`config.mk`:
```
export PLATFORM = sky130hd
export DESIGN_NAME = ddr3_sdram_command_decoder
export DESIGN_NICKNAME = d
export VERILOG_FILES = /design/src/design/ddr3_cmd_pkg.sv /design/src/design/ddr3_burst_fifo.sv /design/src/design/ddr3_core_gather.sv /design/src/design/ddr3_sdram_command_decoder.sv
export SDC_FILE = /design/constraint.sdc
export NUM_CORES = 2
export LEC_CHECK = 0
export ABC_AREA = 1
export BUFFER_PORTS_ARGS = -buffer_cell sky130_fd_sc_hd__buf_2
export CAP_MARGIN = 15
export CELL_PAD_IN_SITES_DETAIL_PLACEMENT = 1
export CELL_PAD_IN_SITES_GLOBAL_PLACEMENT = 1
export CORE_ASPECT_RATIO = 2
export CORE_MARGIN = 1.5
export CORE_UTILIZATION = 40
export CTS_BUF_LIST = sky130_fd_sc_hd__clkbuf_2
export DETAILED_ROUTE_END_ITERATION = 10
export MAX_ROUTING_LAYER = met4
export PLACE_DENSITY_LB_ADDON = 0.1
export SLEW_MARGIN = 20
export SYNTH_ARGS = -nofsm -noshare
export SYNTH_HDL_FRONTEND = slang
export SYNTH_HIERARCHICAL = 1
export SYNTH_SLANG_ARGS = --single-unit
```
`constraint.sdc`:
```
create_clock -name clock_in -period 7 [get_ports clock_in]
set_input_delay 0.7 -clock clock_in [delete_from_list [all_inputs] [get_ports clock_in]]
set_output_delay 0.7 -clock clock_in [all_outputs]
set_load 0.02 [all_outputs]
```
`src/design/ddr3_cmd_pkg.sv`:
```
`default_nettype none
package ddr3_cmd_pkg;
    localparam int BANK_COUNT   = 8;
    localparam int BANK_BITS    = 3;
    localparam int ADDR_BITS    = 13;
    localparam int DQ_BITS      = 16;
    localparam int DM_BITS      = 2;
    localparam int LANE_BITS    = 8;
    localparam int COL_BITS     = 10;
    localparam int PREFETCH     = 8;
    localparam int CORE_BITS    = PREFETCH * DQ_BITS;
    localparam int CORE_CLOCKS  = 4;
    localparam int FIFO_DEPTH   = 32;
    localparam int BURST_LONG   = 8;
    localparam int BURST_CHOP   = 4;
    localparam int AP_BIT       = 10;
    localparam int BC_BIT       = 12;
    localparam int COL_HI_BIT   = 11;
    localparam int BEAT_BITS    = 4;
    localparam logic [BEAT_BITS-1:0] BEATS_LONG = 4'h8;
    localparam logic [BEAT_BITS-1:0] BEATS_CHOP = 4'h4;
    localparam logic [BANK_COUNT-1:0] ALL_BANKS_IDLE = 8'h00;
    localparam logic [ADDR_BITS-1:0] ADDR_RESET = 13'h0000;

    typedef enum logic [3:0] {
        CMD_DESELECT,
        CMD_NOP,
        CMD_ACTIVATE,
        CMD_PRECHARGE,
        CMD_READ,
        CMD_WRITE,
        CMD_MODE_SET,
        CMD_REFRESH,
        CMD_ZQ_CAL,
        CMD_ILLEGAL
    } cmd_t;

    typedef enum logic [1:0] {
        PWR_ACTIVE,
        PWR_DOWN,
        PWR_SELF_REFRESH
    } pwr_t;
endpackage
`default_nettype wire

```
`src/design/ddr3_burst_fifo.sv`:
```
`default_nettype none
module ddr3_burst_fifo #(
    parameter int WIDTH = 18,
    parameter int DEPTH = 32
) (
    input  wire logic             clock_in,
    input  wire logic             reset_n_in,
    input  wire logic             in_valid_in,
    output logic                  in_ready_out,
    input  wire logic [WIDTH-1:0] in_data_in,
    output logic                  out_valid_out,
    input  wire logic             out_ready_in,
    output logic      [WIDTH-1:0] out_data_out
);
    localparam int AW = $clog2(DEPTH);

    typedef struct packed {
        logic [AW-1:0] rd_ptr;
        logic [AW-1:0] wr_ptr;
        logic [AW:0]   count;
    } fifo_state_t;

    fifo_state_t      st;
    fifo_state_t      next_st;
    logic [WIDTH-1:0] mem [DEPTH];
    logic             push;
    logic             pop;

    assign in_ready_out  = (st.count != AW'(0) + (AW+1)'(DEPTH)) ? 1'b1 : 1'b0;
    assign out_valid_out = (st.count != '0);
    assign out_data_out  = mem[st.rd_ptr];
    assign push          = in_valid_in && in_ready_out;
    assign pop           = out_valid_out && out_ready_in;

    always_comb begin
        next_st = st;
        if (push) begin
            next_st.wr_ptr = st.wr_ptr + AW'(1);
        end
        if (pop) begin
            next_st.rd_ptr = st.rd_ptr + AW'(1);
        end
        if (push && !pop) begin
            next_st.count = st.count + (AW+1)'(1);
        end else if (pop && !push) begin
            next_st.count = st.count - (AW+1)'(1);
        end
    end

    always_ff @(posedge clock_in) begin
        if (!reset_n_in) begin
            st <= '0;
        end else begin
            st <= next_st;
        end
    end

    always_ff @(posedge clock_in) begin
        if (push) begin
            mem[st.wr_ptr] <= in_data_in;
        end
    end
endmodule // ddr3_burst_fifo
`default_nettype wire

```
`src/design/ddr3_core_gather.sv`:
```
`default_nettype none
// packs eight beats into one core-wide word for the array side
module ddr3_core_gather
    import ddr3_cmd_pkg::*;
(
    input  wire logic                 clock_in,
    input  wire logic                 reset_n_in,
    input  wire logic                 beat_valid_in,
    output logic                      beat_ready_out,
    input  wire logic [DQ_BITS-1:0]   beat_data_in,
    input  wire logic [DM_BITS-1:0]   beat_mask_in,
    output logic                      core_valid_out,
    output logic [CORE_BITS-1:0]      core_data_out,
    output logic [PREFETCH*DM_BITS-1:0] core_mask_out
);
    typedef struct packed {
        logic [2:0]                   slot;
        logic                         full;
        logic [CORE_BITS-1:0]         data;
        logic [PREFETCH*DM_BITS-1:0]  mask;
    } gather_state_t;

    gather_state_t st;
    gather_state_t next_st;

    assign beat_ready_out = 1'b1;
    assign core_valid_out = st.full;
    assign core_data_out  = st.data;
    assign core_mask_out  = st.mask;

    always_comb begin
        next_st      = st;
        next_st.full = 1'b0;
        if (beat_valid_in) begin
            next_st.data[st.slot*DQ_BITS +: DQ_BITS] = beat_data_in;
            next_st.mask[st.slot*DM_BITS +: DM_BITS] = beat_mask_in;
            next_st.slot = st.slot + 3'h1;
            next_st.full = (st.slot == 3'h7);
        end
    end

    always_ff @(posedge clock_in) begin
        if (!reset_n_in) begin
            st <= '0;
        end else begin
            st <= next_st;
        end
    end
endmodule // ddr3_core_gather
`default_nettype wire

```
`src/design/ddr3_sdram_command_decoder.sv`:
```
`default_nettype none
module ddr3_sdram_command_decoder
    import ddr3_cmd_pkg::*;
#(
    parameter int FIFO_WORDS = FIFO_DEPTH
) (
    input  wire logic                       clock_in,
    input  wire logic                       reset_n_in,
    input  wire logic                       cke_in,
    input  wire logic                       cs_n_in,
    input  wire logic                       ras_n_in,
    input  wire logic                       cas_n_in,
    input  wire logic                       we_n_in,
    input  wire logic [BANK_BITS-1:0]       bank_in,
    input  wire logic [ADDR_BITS-1:0]       addr_in,
    input  wire logic                       otf_enable_in,
    input  wire logic                       fixed_chop_in,
    input  wire logic [DQ_BITS-1:0]         wdata_rise_in,
    input  wire logic [DQ_BITS-1:0]         wdata_fall_in,
    input  wire logic [DM_BITS-1:0]         mask_rise_in,
    input  wire logic [DM_BITS-1:0]         mask_fall_in,
    input  wire logic [CORE_BITS-1:0]       core_rdata_in,
    output logic [DQ_BITS-1:0]              rdata_rise_out,
    output logic [DQ_BITS-1:0]              rdata_fall_out,
    output logic                            rdata_valid_out,
    output logic                            core_wvalid_out,
    output logic [CORE_BITS-1:0]            core_wdata_out,
    output logic [PREFETCH*DM_BITS-1:0]     core_wmask_out,
    output logic                            wdata_ready_out,
    output logic [3:0]                      cmd_out,
    output logic [BANK_BITS-1:0]            cmd_bank_out,
    output logic [ADDR_BITS-1:0]            row_out,
    output logic [COL_BITS-1:0]             column_out,
    output logic                            auto_precharge_out,
    output logic                            chop_out,
    output logic                            zq_long_out,
    output logic [ADDR_BITS-1:0]            mode_opcode_out,
    output logic [BANK_BITS-1:0]            mode_select_out,
    output logic [BANK_COUNT-1:0]           bank_active_out,
    output logic [1:0]                      power_state_out,
    output logic                            self_refresh_out
);
    typedef struct packed {
        logic                         cke_prev;
        pwr_t                         pwr;
        logic [BANK_COUNT-1:0]        active;
        logic [BANK_COUNT*ADDR_BITS-1:0] rows;
        cmd_t                         cmd;
        logic [BANK_BITS-1:0]         bank;
        logic [ADDR_BITS-1:0]         row;
        logic [COL_BITS-1:0]          col;
        logic                         ap;
        logic                         chop;
        logic                         zq_long;
        logic [ADDR_BITS-1:0]         opcode;
        logic [BANK_BITS-1:0]         mr_sel;
        logic                         rd_busy;
        logic                         wr_busy;
        logic [BEAT_BITS-1:0]         beats_left;
        logic                         burst_chop;
        logic                         burst_ap;
        logic [BANK_BITS-1:0]         burst_bank;
        logic [2:0]                   beat_idx;
        logic [DQ_BITS-1:0]           rd_rise;
        logic [DQ_BITS-1:0]           rd_fall;
        logic                         rd_valid;
    } dec_state_t;

    dec_state_t st;
    dec_state_t next_st;

    cmd_t                 decoded;
    logic                 all_idle;
    logic                 nop_or_des;
    logic                 burst_chop_now;
    logic                 fifo_in_valid;
    logic                 fifo_in_ready;
    logic [2*(DQ_BITS+DM_BITS)-1:0] fifo_in_data;
    logic                 fifo_out_valid;
    logic                 fifo_out_ready;
    logic [2*(DQ_BITS+DM_BITS)-1:0] fifo_out_data;
    logic                 beat_sel;
    logic                 beat_valid;
    logic [DQ_BITS-1:0]   beat_data;
    logic [DM_BITS-1:0]   beat_mask;
    logic                 half_q;

    // raw command decode from the strobes
    always_comb begin
        if (cs_n_in) begin
            decoded = CMD_DESELECT;
        end else begin
            unique case ({ras_n_in, cas_n_in, we_n_in})
                3'b111: decoded = CMD_NOP;
                3'b011: decoded = CMD_ACTIVATE;
                3'b010: decoded = CMD_PRECHARGE;
                3'b101: decoded = CMD_READ;
                3'b100: decoded = CMD_WRITE;
                3'b000: decoded = CMD_MODE_SET;
                3'b001: decoded = CMD_REFRESH;
                3'b110: decoded = CMD_ZQ_CAL;
                default: decoded = CMD_ILLEGAL;
            endcase
        end
    end

    assign all_idle   = (st.active == ALL_BANKS_IDLE);
    assign nop_or_des = (decoded == CMD_DESELECT) || (decoded == CMD_NOP);
    // on-the-fly A12 low chops; otherwise the fixed setting decides
    assign burst_chop_now = otf_enable_in ? !addr_in[BC_BIT] : fixed_chop_in;

    // write beats: one rise and one fall word per clock into the fifo
    assign fifo_in_valid = st.wr_busy;
    assign fifo_in_data  = {mask_fall_in, wdata_fall_in, mask_rise_in, wdata_rise_in};
    assign wdata_ready_out = fifo_in_ready;

    // fifo drains one beat at a time; the first half stalls the fifo
    assign beat_sel       = half_q;
    assign fifo_out_ready = half_q;
    assign beat_valid     = fifo_out_valid;
    assign beat_data = beat_sel ? fifo_out_data[DQ_BITS+DM_BITS +: DQ_BITS]
                                : fifo_out_data[0 +: DQ_BITS];
    assign beat_mask = beat_sel ? fifo_out_data[2*DQ_BITS+DM_BITS +: DM_BITS]
                                : fifo_out_data[DQ_BITS +: DM_BITS];

    always_ff @(posedge clock_in) begin
        if (!reset_n_in) begin
            half_q <= 1'b0;
        end else if (fifo_out_valid) begin
            half_q <= !half_q;
        end
    end

    ddr3_burst_fifo #(
        .WIDTH (2*(DQ_BITS+DM_BITS)),
        .DEPTH (FIFO_WORDS)
    ) u_fifo (
        .clock_in      (clock_in),
        .reset_n_in    (reset_n_in),
        .in_valid_in   (fifo_in_valid),
        .in_ready_out  (fifo_in_ready),
        .in_data_in    (fifo_in_data),
        .out_valid_out (fifo_out_valid),
        .out_ready_in  (fifo_out_ready),
        .out_data_out  (fifo_out_data)
    );

    // eight beats form one core word; mask bits travel with it
    ddr3_core_gather u_gather (
        .clock_in       (clock_in),
        .reset_n_in     (reset_n_in),
        .beat_valid_in  (beat_valid),
        .beat_ready_out (),
        .beat_data_in   (beat_data),
        .beat_mask_in   (beat_mask),
        .core_valid_out (core_wvalid_out),
        .core_data_out  (core_wdata_out),
        .core_mask_out  (core_wmask_out)
    );

    always_comb begin
        next_st          = st;
        next_st.cke_prev = cke_in;
        next_st.cmd      = CMD_NOP;
        next_st.rd_valid = 1'b0;

        // previous and present clock enable samples
        if (st.pwr != PWR_ACTIVE) begin
            if (!st.cke_prev && cke_in && nop_or_des) begin
                next_st.pwr = PWR_ACTIVE;
            end
        end else if (st.cke_prev && !cke_in) begin
            if (decoded == CMD_REFRESH && all_idle) begin
                next_st.pwr = PWR_SELF_REFRESH;
            end else if (nop_or_des) begin
                next_st.pwr = PWR_DOWN;
            end
        end else if (st.cke_prev && cke_in) begin
            unique case (decoded)
                CMD_ACTIVATE: begin
                    if (!st.active[bank_in]) begin
                        next_st.active[bank_in] = 1'b1;
                        next_st.rows[bank_in*ADDR_BITS +: ADDR_BITS] = addr_in;
                        next_st.cmd  = CMD_ACTIVATE;
                        next_st.bank = bank_in;
                        next_st.row  = addr_in;
                    end
                end
                CMD_PRECHARGE: begin
                    if (addr_in[AP_BIT]) begin
                        next_st.active = ALL_BANKS_IDLE;
                    end else begin
                        next_st.active[bank_in] = 1'b0;
                    end
                    next_st.cmd  = CMD_PRECHARGE;
                    next_st.bank = bank_in;
                    next_st.ap   = addr_in[AP_BIT];
                end
                CMD_READ, CMD_WRITE: begin
                    if (st.active[bank_in]) begin
                        next_st.cmd        = decoded;
                        next_st.bank       = bank_in;
                        next_st.row        = st.rows[bank_in*ADDR_BITS +: ADDR_BITS];
                        next_st.col        = addr_in[COL_BITS-1:0];
                        next_st.ap         = addr_in[AP_BIT];
                        next_st.chop       = burst_chop_now;
                        next_st.rd_busy    = (decoded == CMD_READ);
                        next_st.wr_busy    = (decoded == CMD_WRITE);
                        // two beats per clock, so halve the beat count
                        next_st.beats_left = (burst_chop_now ? BEATS_CHOP : BEATS_LONG) >> 1;
                        next_st.burst_chop = burst_chop_now;
                        next_st.burst_ap   = addr_in[AP_BIT];
                        next_st.burst_bank = bank_in;
                        next_st.beat_idx   = addr_in[2:0];
                    end
                end
                CMD_MODE_SET: begin
                    if (all_idle) begin
                        next_st.cmd    = CMD_MODE_SET;
                        next_st.mr_sel = bank_in;
                        next_st.opcode = addr_in;
                    end
                end
                CMD_REFRESH: begin
                    if (all_idle) begin
                        next_st.cmd = CMD_REFRESH;
                    end
                end
                CMD_ZQ_CAL: begin
                    if (all_idle) begin
                        next_st.cmd     = CMD_ZQ_CAL;
                        next_st.zq_long = addr_in[AP_BIT];
                    end
                end
                default: begin
                end
            endcase
        end

        // burst in progress: reads take two beats per clock out of the core word; writes only count down
        if (st.rd_busy || st.wr_busy) begin
            if (st.rd_busy) begin
                next_st.rd_rise  = core_rdata_in[st.beat_idx*DQ_BITS +: DQ_BITS];
                next_st.rd_fall  = core_rdata_in[3'(st.beat_idx+3'h1)*DQ_BITS +: DQ_BITS];
                next_st.rd_valid = 1'b1;
            end
            next_st.beat_idx   = st.beat_idx + 3'h2;
            next_st.beats_left = st.beats_left - 4'h1;
            if (st.beats_left == 4'h1) begin
                next_st.rd_busy = 1'b0;
                next_st.wr_busy = 1'b0;
                if (st.burst_ap) begin
                    next_st.active[st.burst_bank] = 1'b0;
                end
            end
        end
    end

    always_ff @(posedge clock_in) begin
        if (!reset_n_in) begin
            st <= '0;
        end else begin
            st <= next_st;
        end
    end

    assign rdata_rise_out     = st.rd_rise;
    assign rdata_fall_out     = st.rd_fall;
    assign rdata_valid_out    = st.rd_valid;
    assign cmd_out            = st.cmd;
    assign cmd_bank_out       = st.bank;
    assign row_out            = st.row;
    assign column_out         = st.col;
    assign auto_precharge_out = st.ap;
    assign chop_out           = st.chop;
    assign zq_long_out        = st.zq_long;
    assign mode_opcode_out    = st.opcode;
    assign mode_select_out    = st.mr_sel;
    assign bank_active_out    = st.active;
    assign power_state_out    = st.pwr;
    assign self_refresh_out   = (st.pwr == PWR_SELF_REFRESH);
endmodule // ddr3_sdram_command_decoder
`default_nettype wire

```
==> flow_summary.json <==
{
  "outcome": "finished, final reports clean",
  "p_sw_uw": 4080,
  "startpoint_type": "primary input",
  "layout_setup_ws_ns": 2.39,
  "min_path_type": "primary input to register",
  "cts_buffer_depth": 4,
  "syn2layout_area_growth_pct": 10.7,
  "first_iter_violations": 3074,
  "vias": 55100,
  "use_met2_pct": 51.4,
  "crit_slowest_cell": "nor2_4",
  "grt_pass1_wl_um": 364000,
  "htreeDepth": 5,
  "initial_core_util_pct": 40.2,
  "slew_violations": 0,
  "cp-end-kind": "register",
  "ys_warn_count": 6,
  "tightest_slew_ns": 1.16,
  "hold_slack_ns": 0.202,
  "timing.final.crit_share_pct": 65.9,
  "busiest_layer": "met2",
  "antenna_found_initial": 27,
  "period_needed_ns": 4.61,
  "crit_top_cell": "dlygate4sd3_1",
  "drive_gt1_share_pct": 14.9,
  "total_power_uw": 16200,
  "dp_hpwl_um": 142000,
  "power-per-cell-area_nw_per_um2": 212,
  "fill_cells": 20000,
  "wire_per_inst_um": 24.0,
  "synthCells": 7327,
  "drv_cap": 0,
  "tritoncts": "done",
  "setup_viol": 0,
  "power_switching_share_pct": 25.2,
  "fin_tns_setup_ns": 0,
  "dieHeight_um": 590,
  "cts_resized": 0,
  "max_slew_margin_pct": 22.6,
  "path_clk_slew_ns": 0.12,
  "io_pins": 428,
  "grtUsageTotal_pct": 28.9,
  "p_leak_uw": 0.0307,
  "viasPerCell": 5.31,
  "r2r_end": "rdata_fall_out[4]",
  "cp_slowest_stage_delay_ns": 0.62,
  "crit_required_ns": 8.42,
  "crit_chain": "dlygate4sd3_1 -> buf_2 -> dlygate4sd3_1 -> inv_2 -> nand2_1 -> nor2_1 -> nand2_1 -> dlygate4sd3_1 -> inv_1 -> nand4_2 -> nor2_4 -> nand2_1 -> dlygate4sd3_1 -> nand2_1 -> dlygate4sd3_1 -> nor2_1 -> dlygate4sd3_1",
  "port_buffers": 427,
  "finalHoldViolCount": 0,
  "comb_power_share_pct": 3.3,
  "place_ws_ns": 2.75,
  "gr-total-overflow": 0,
  "stdcell_count": 10400,
  "clockPowerShare_pct": 36.5,
  "syn_area_um2": 68900,
  "p_int_uw": 12100,
  "grt_max_degree": 172,
  "core_um2": 171000,
  "drc": 0,
  "synth.avg_cell_area_um2": 9.40,
  "crit_arrival_ns": 6.04,
  "dieArea_um2": 175000,
  "max_freq_mhz": 217,
  "seqPwrFrac_pct": 60.2,
  "drtAntennaViolNets": 0,
  "rows": 215,
  "r2r_slack_ns": 2.50,
  "cts-buffers-inserted": 364,
  "hold_path_end": "u_fifo/mem[5][9]",
  "cp_max_fo": 26,
  "grtUsageMet1_pct": 30.7,
  "worstHoldPathCells": 2,
  "ir_drop_uv": 109,
  "rsz0062_at_grt": "no",
  "clock-sinks": 1532,
  "die_x_um": 296,
  "placed_cells_incl_taps": 9452,
  "clock-skew-final_ns": 0.118,
  "wl_um": 249000,
  "setup.worst_path.class": "primary input to register",
  "clk_latency_ns": 1.57,
  "clockRootBuffer": "clkbuf_2",
  "grt_util_met3_pct": 4.19,
  "r2r-start": "st[34]",
  "fin_nets": 7985,
  "gp_congestion": 0.842,
  "dr.pass1.iters": 6,
  "reg2reg_depth": 10,
  "grt_pass1_vias": 56500,
  "hold_start": "wdata_rise_in[9]",
  "synth_nets": 7541
}
-- routing by layer --
metal | vias up | part of all wire, % | wire (um)
met4 | 0 | 5.4 | 13400
met5 | - | 0 | 0
met1 | 27600 | 37 | 93200
met2 | 1521 | 53 | 131000
li1 | 25400 | - | -
met3 | 586 | 4.5 | 11300
-- registers in the layout, indices dropped and copies added (netlist names), 10 cells and up, named ones only --
| name | flops |
|---|---|
| rdata_fall_out | 16 |
| rdata_rise_out | 16 |
| u_gather/core_data_out | 128 |
| u_fifo/mem | 1152 |
| u_gather/core_mask_out | 16 |
| u_fifo/st | 16 |
| column_out | 10 |
| mode_opcode_out | 13 |
| row_out | 13 |
| st | 118 |
-- cells in the final DEF, fill, tap and decap left out, types with 101 or more instances in the layout --
master and count:
nand3_1 1028, dlygate4sd3_1 231, buf_2 426, a21oi_1 263, inv_1 317, clkbuf_2 518, edfxtp_1 1152, clkinv_1 101
dfxtp_1 372, nand2_1 2430, nor2_1 519, o21ai_0 278
-- critical path, delay by kind of cell --
family	cells	cell delay, ns
simple gates	8	1.48
buf+inv	9	3.84
-- cell type report --
type                       count  area (um^2)  share of cell area, %
antenna                       56          140                  0.184
inverter                     340         1320                   1.74
tap                         2278         2850                   3.74
timing repair buffer         755         5290                   6.93
clock buffer                 518         2590                   3.40
sequential                  1532        42200                   55.4
clock inverter               116          617                  0.809
multi-input combinational   4778        21200                   27.8
-- timing repair --
| action | CTS | global route |
|---|---|---|
| hold buffers | 231 | 0 |
| buffers inserted | 0 | 0 |
| endpoints found under the hold margin | 1441 | 0 |
-- stage by stage --
stage | utilization (%) | area, um^2
after detailed placement | 41.2 | 70600
final | 44.5 | 76200
after global placement | 41.2 | 70600
after floorplan | - | 68900
after CTS | 44.4 | 76100
after global routing | 44.5 | 76200
-- how the worst max path moves through the flow --
stage                            start                          to  slack [ns]  depth (start not counted)
final                         ras_n_in                     st[112]        2.39                         17
after global routing          ras_n_in                     st[112]        2.29                         17
after CTS                     ras_n_in                     st[112]        2.61                         17
after detailed placement      register  u_gather/core_data_out[36]        2.75                         17
after global placement        register  u_gather/core_data_out[46]        2.72                         17
after floorplan           u_fifo/st[0]           u_fifo/mem[13][0]        2.94                          6
-- power by group through the flow --
stage	logic [uW]	registers [uW]	clock network (uW)
after floorplan	195	9950	0
after global placement	441	9950	0
after detailed placement	451	9950	0
after CTS	537	9750	6130
after global routing	583	9750	6500
final	537	9750	5900
Power figures use the tool's default switching activity.
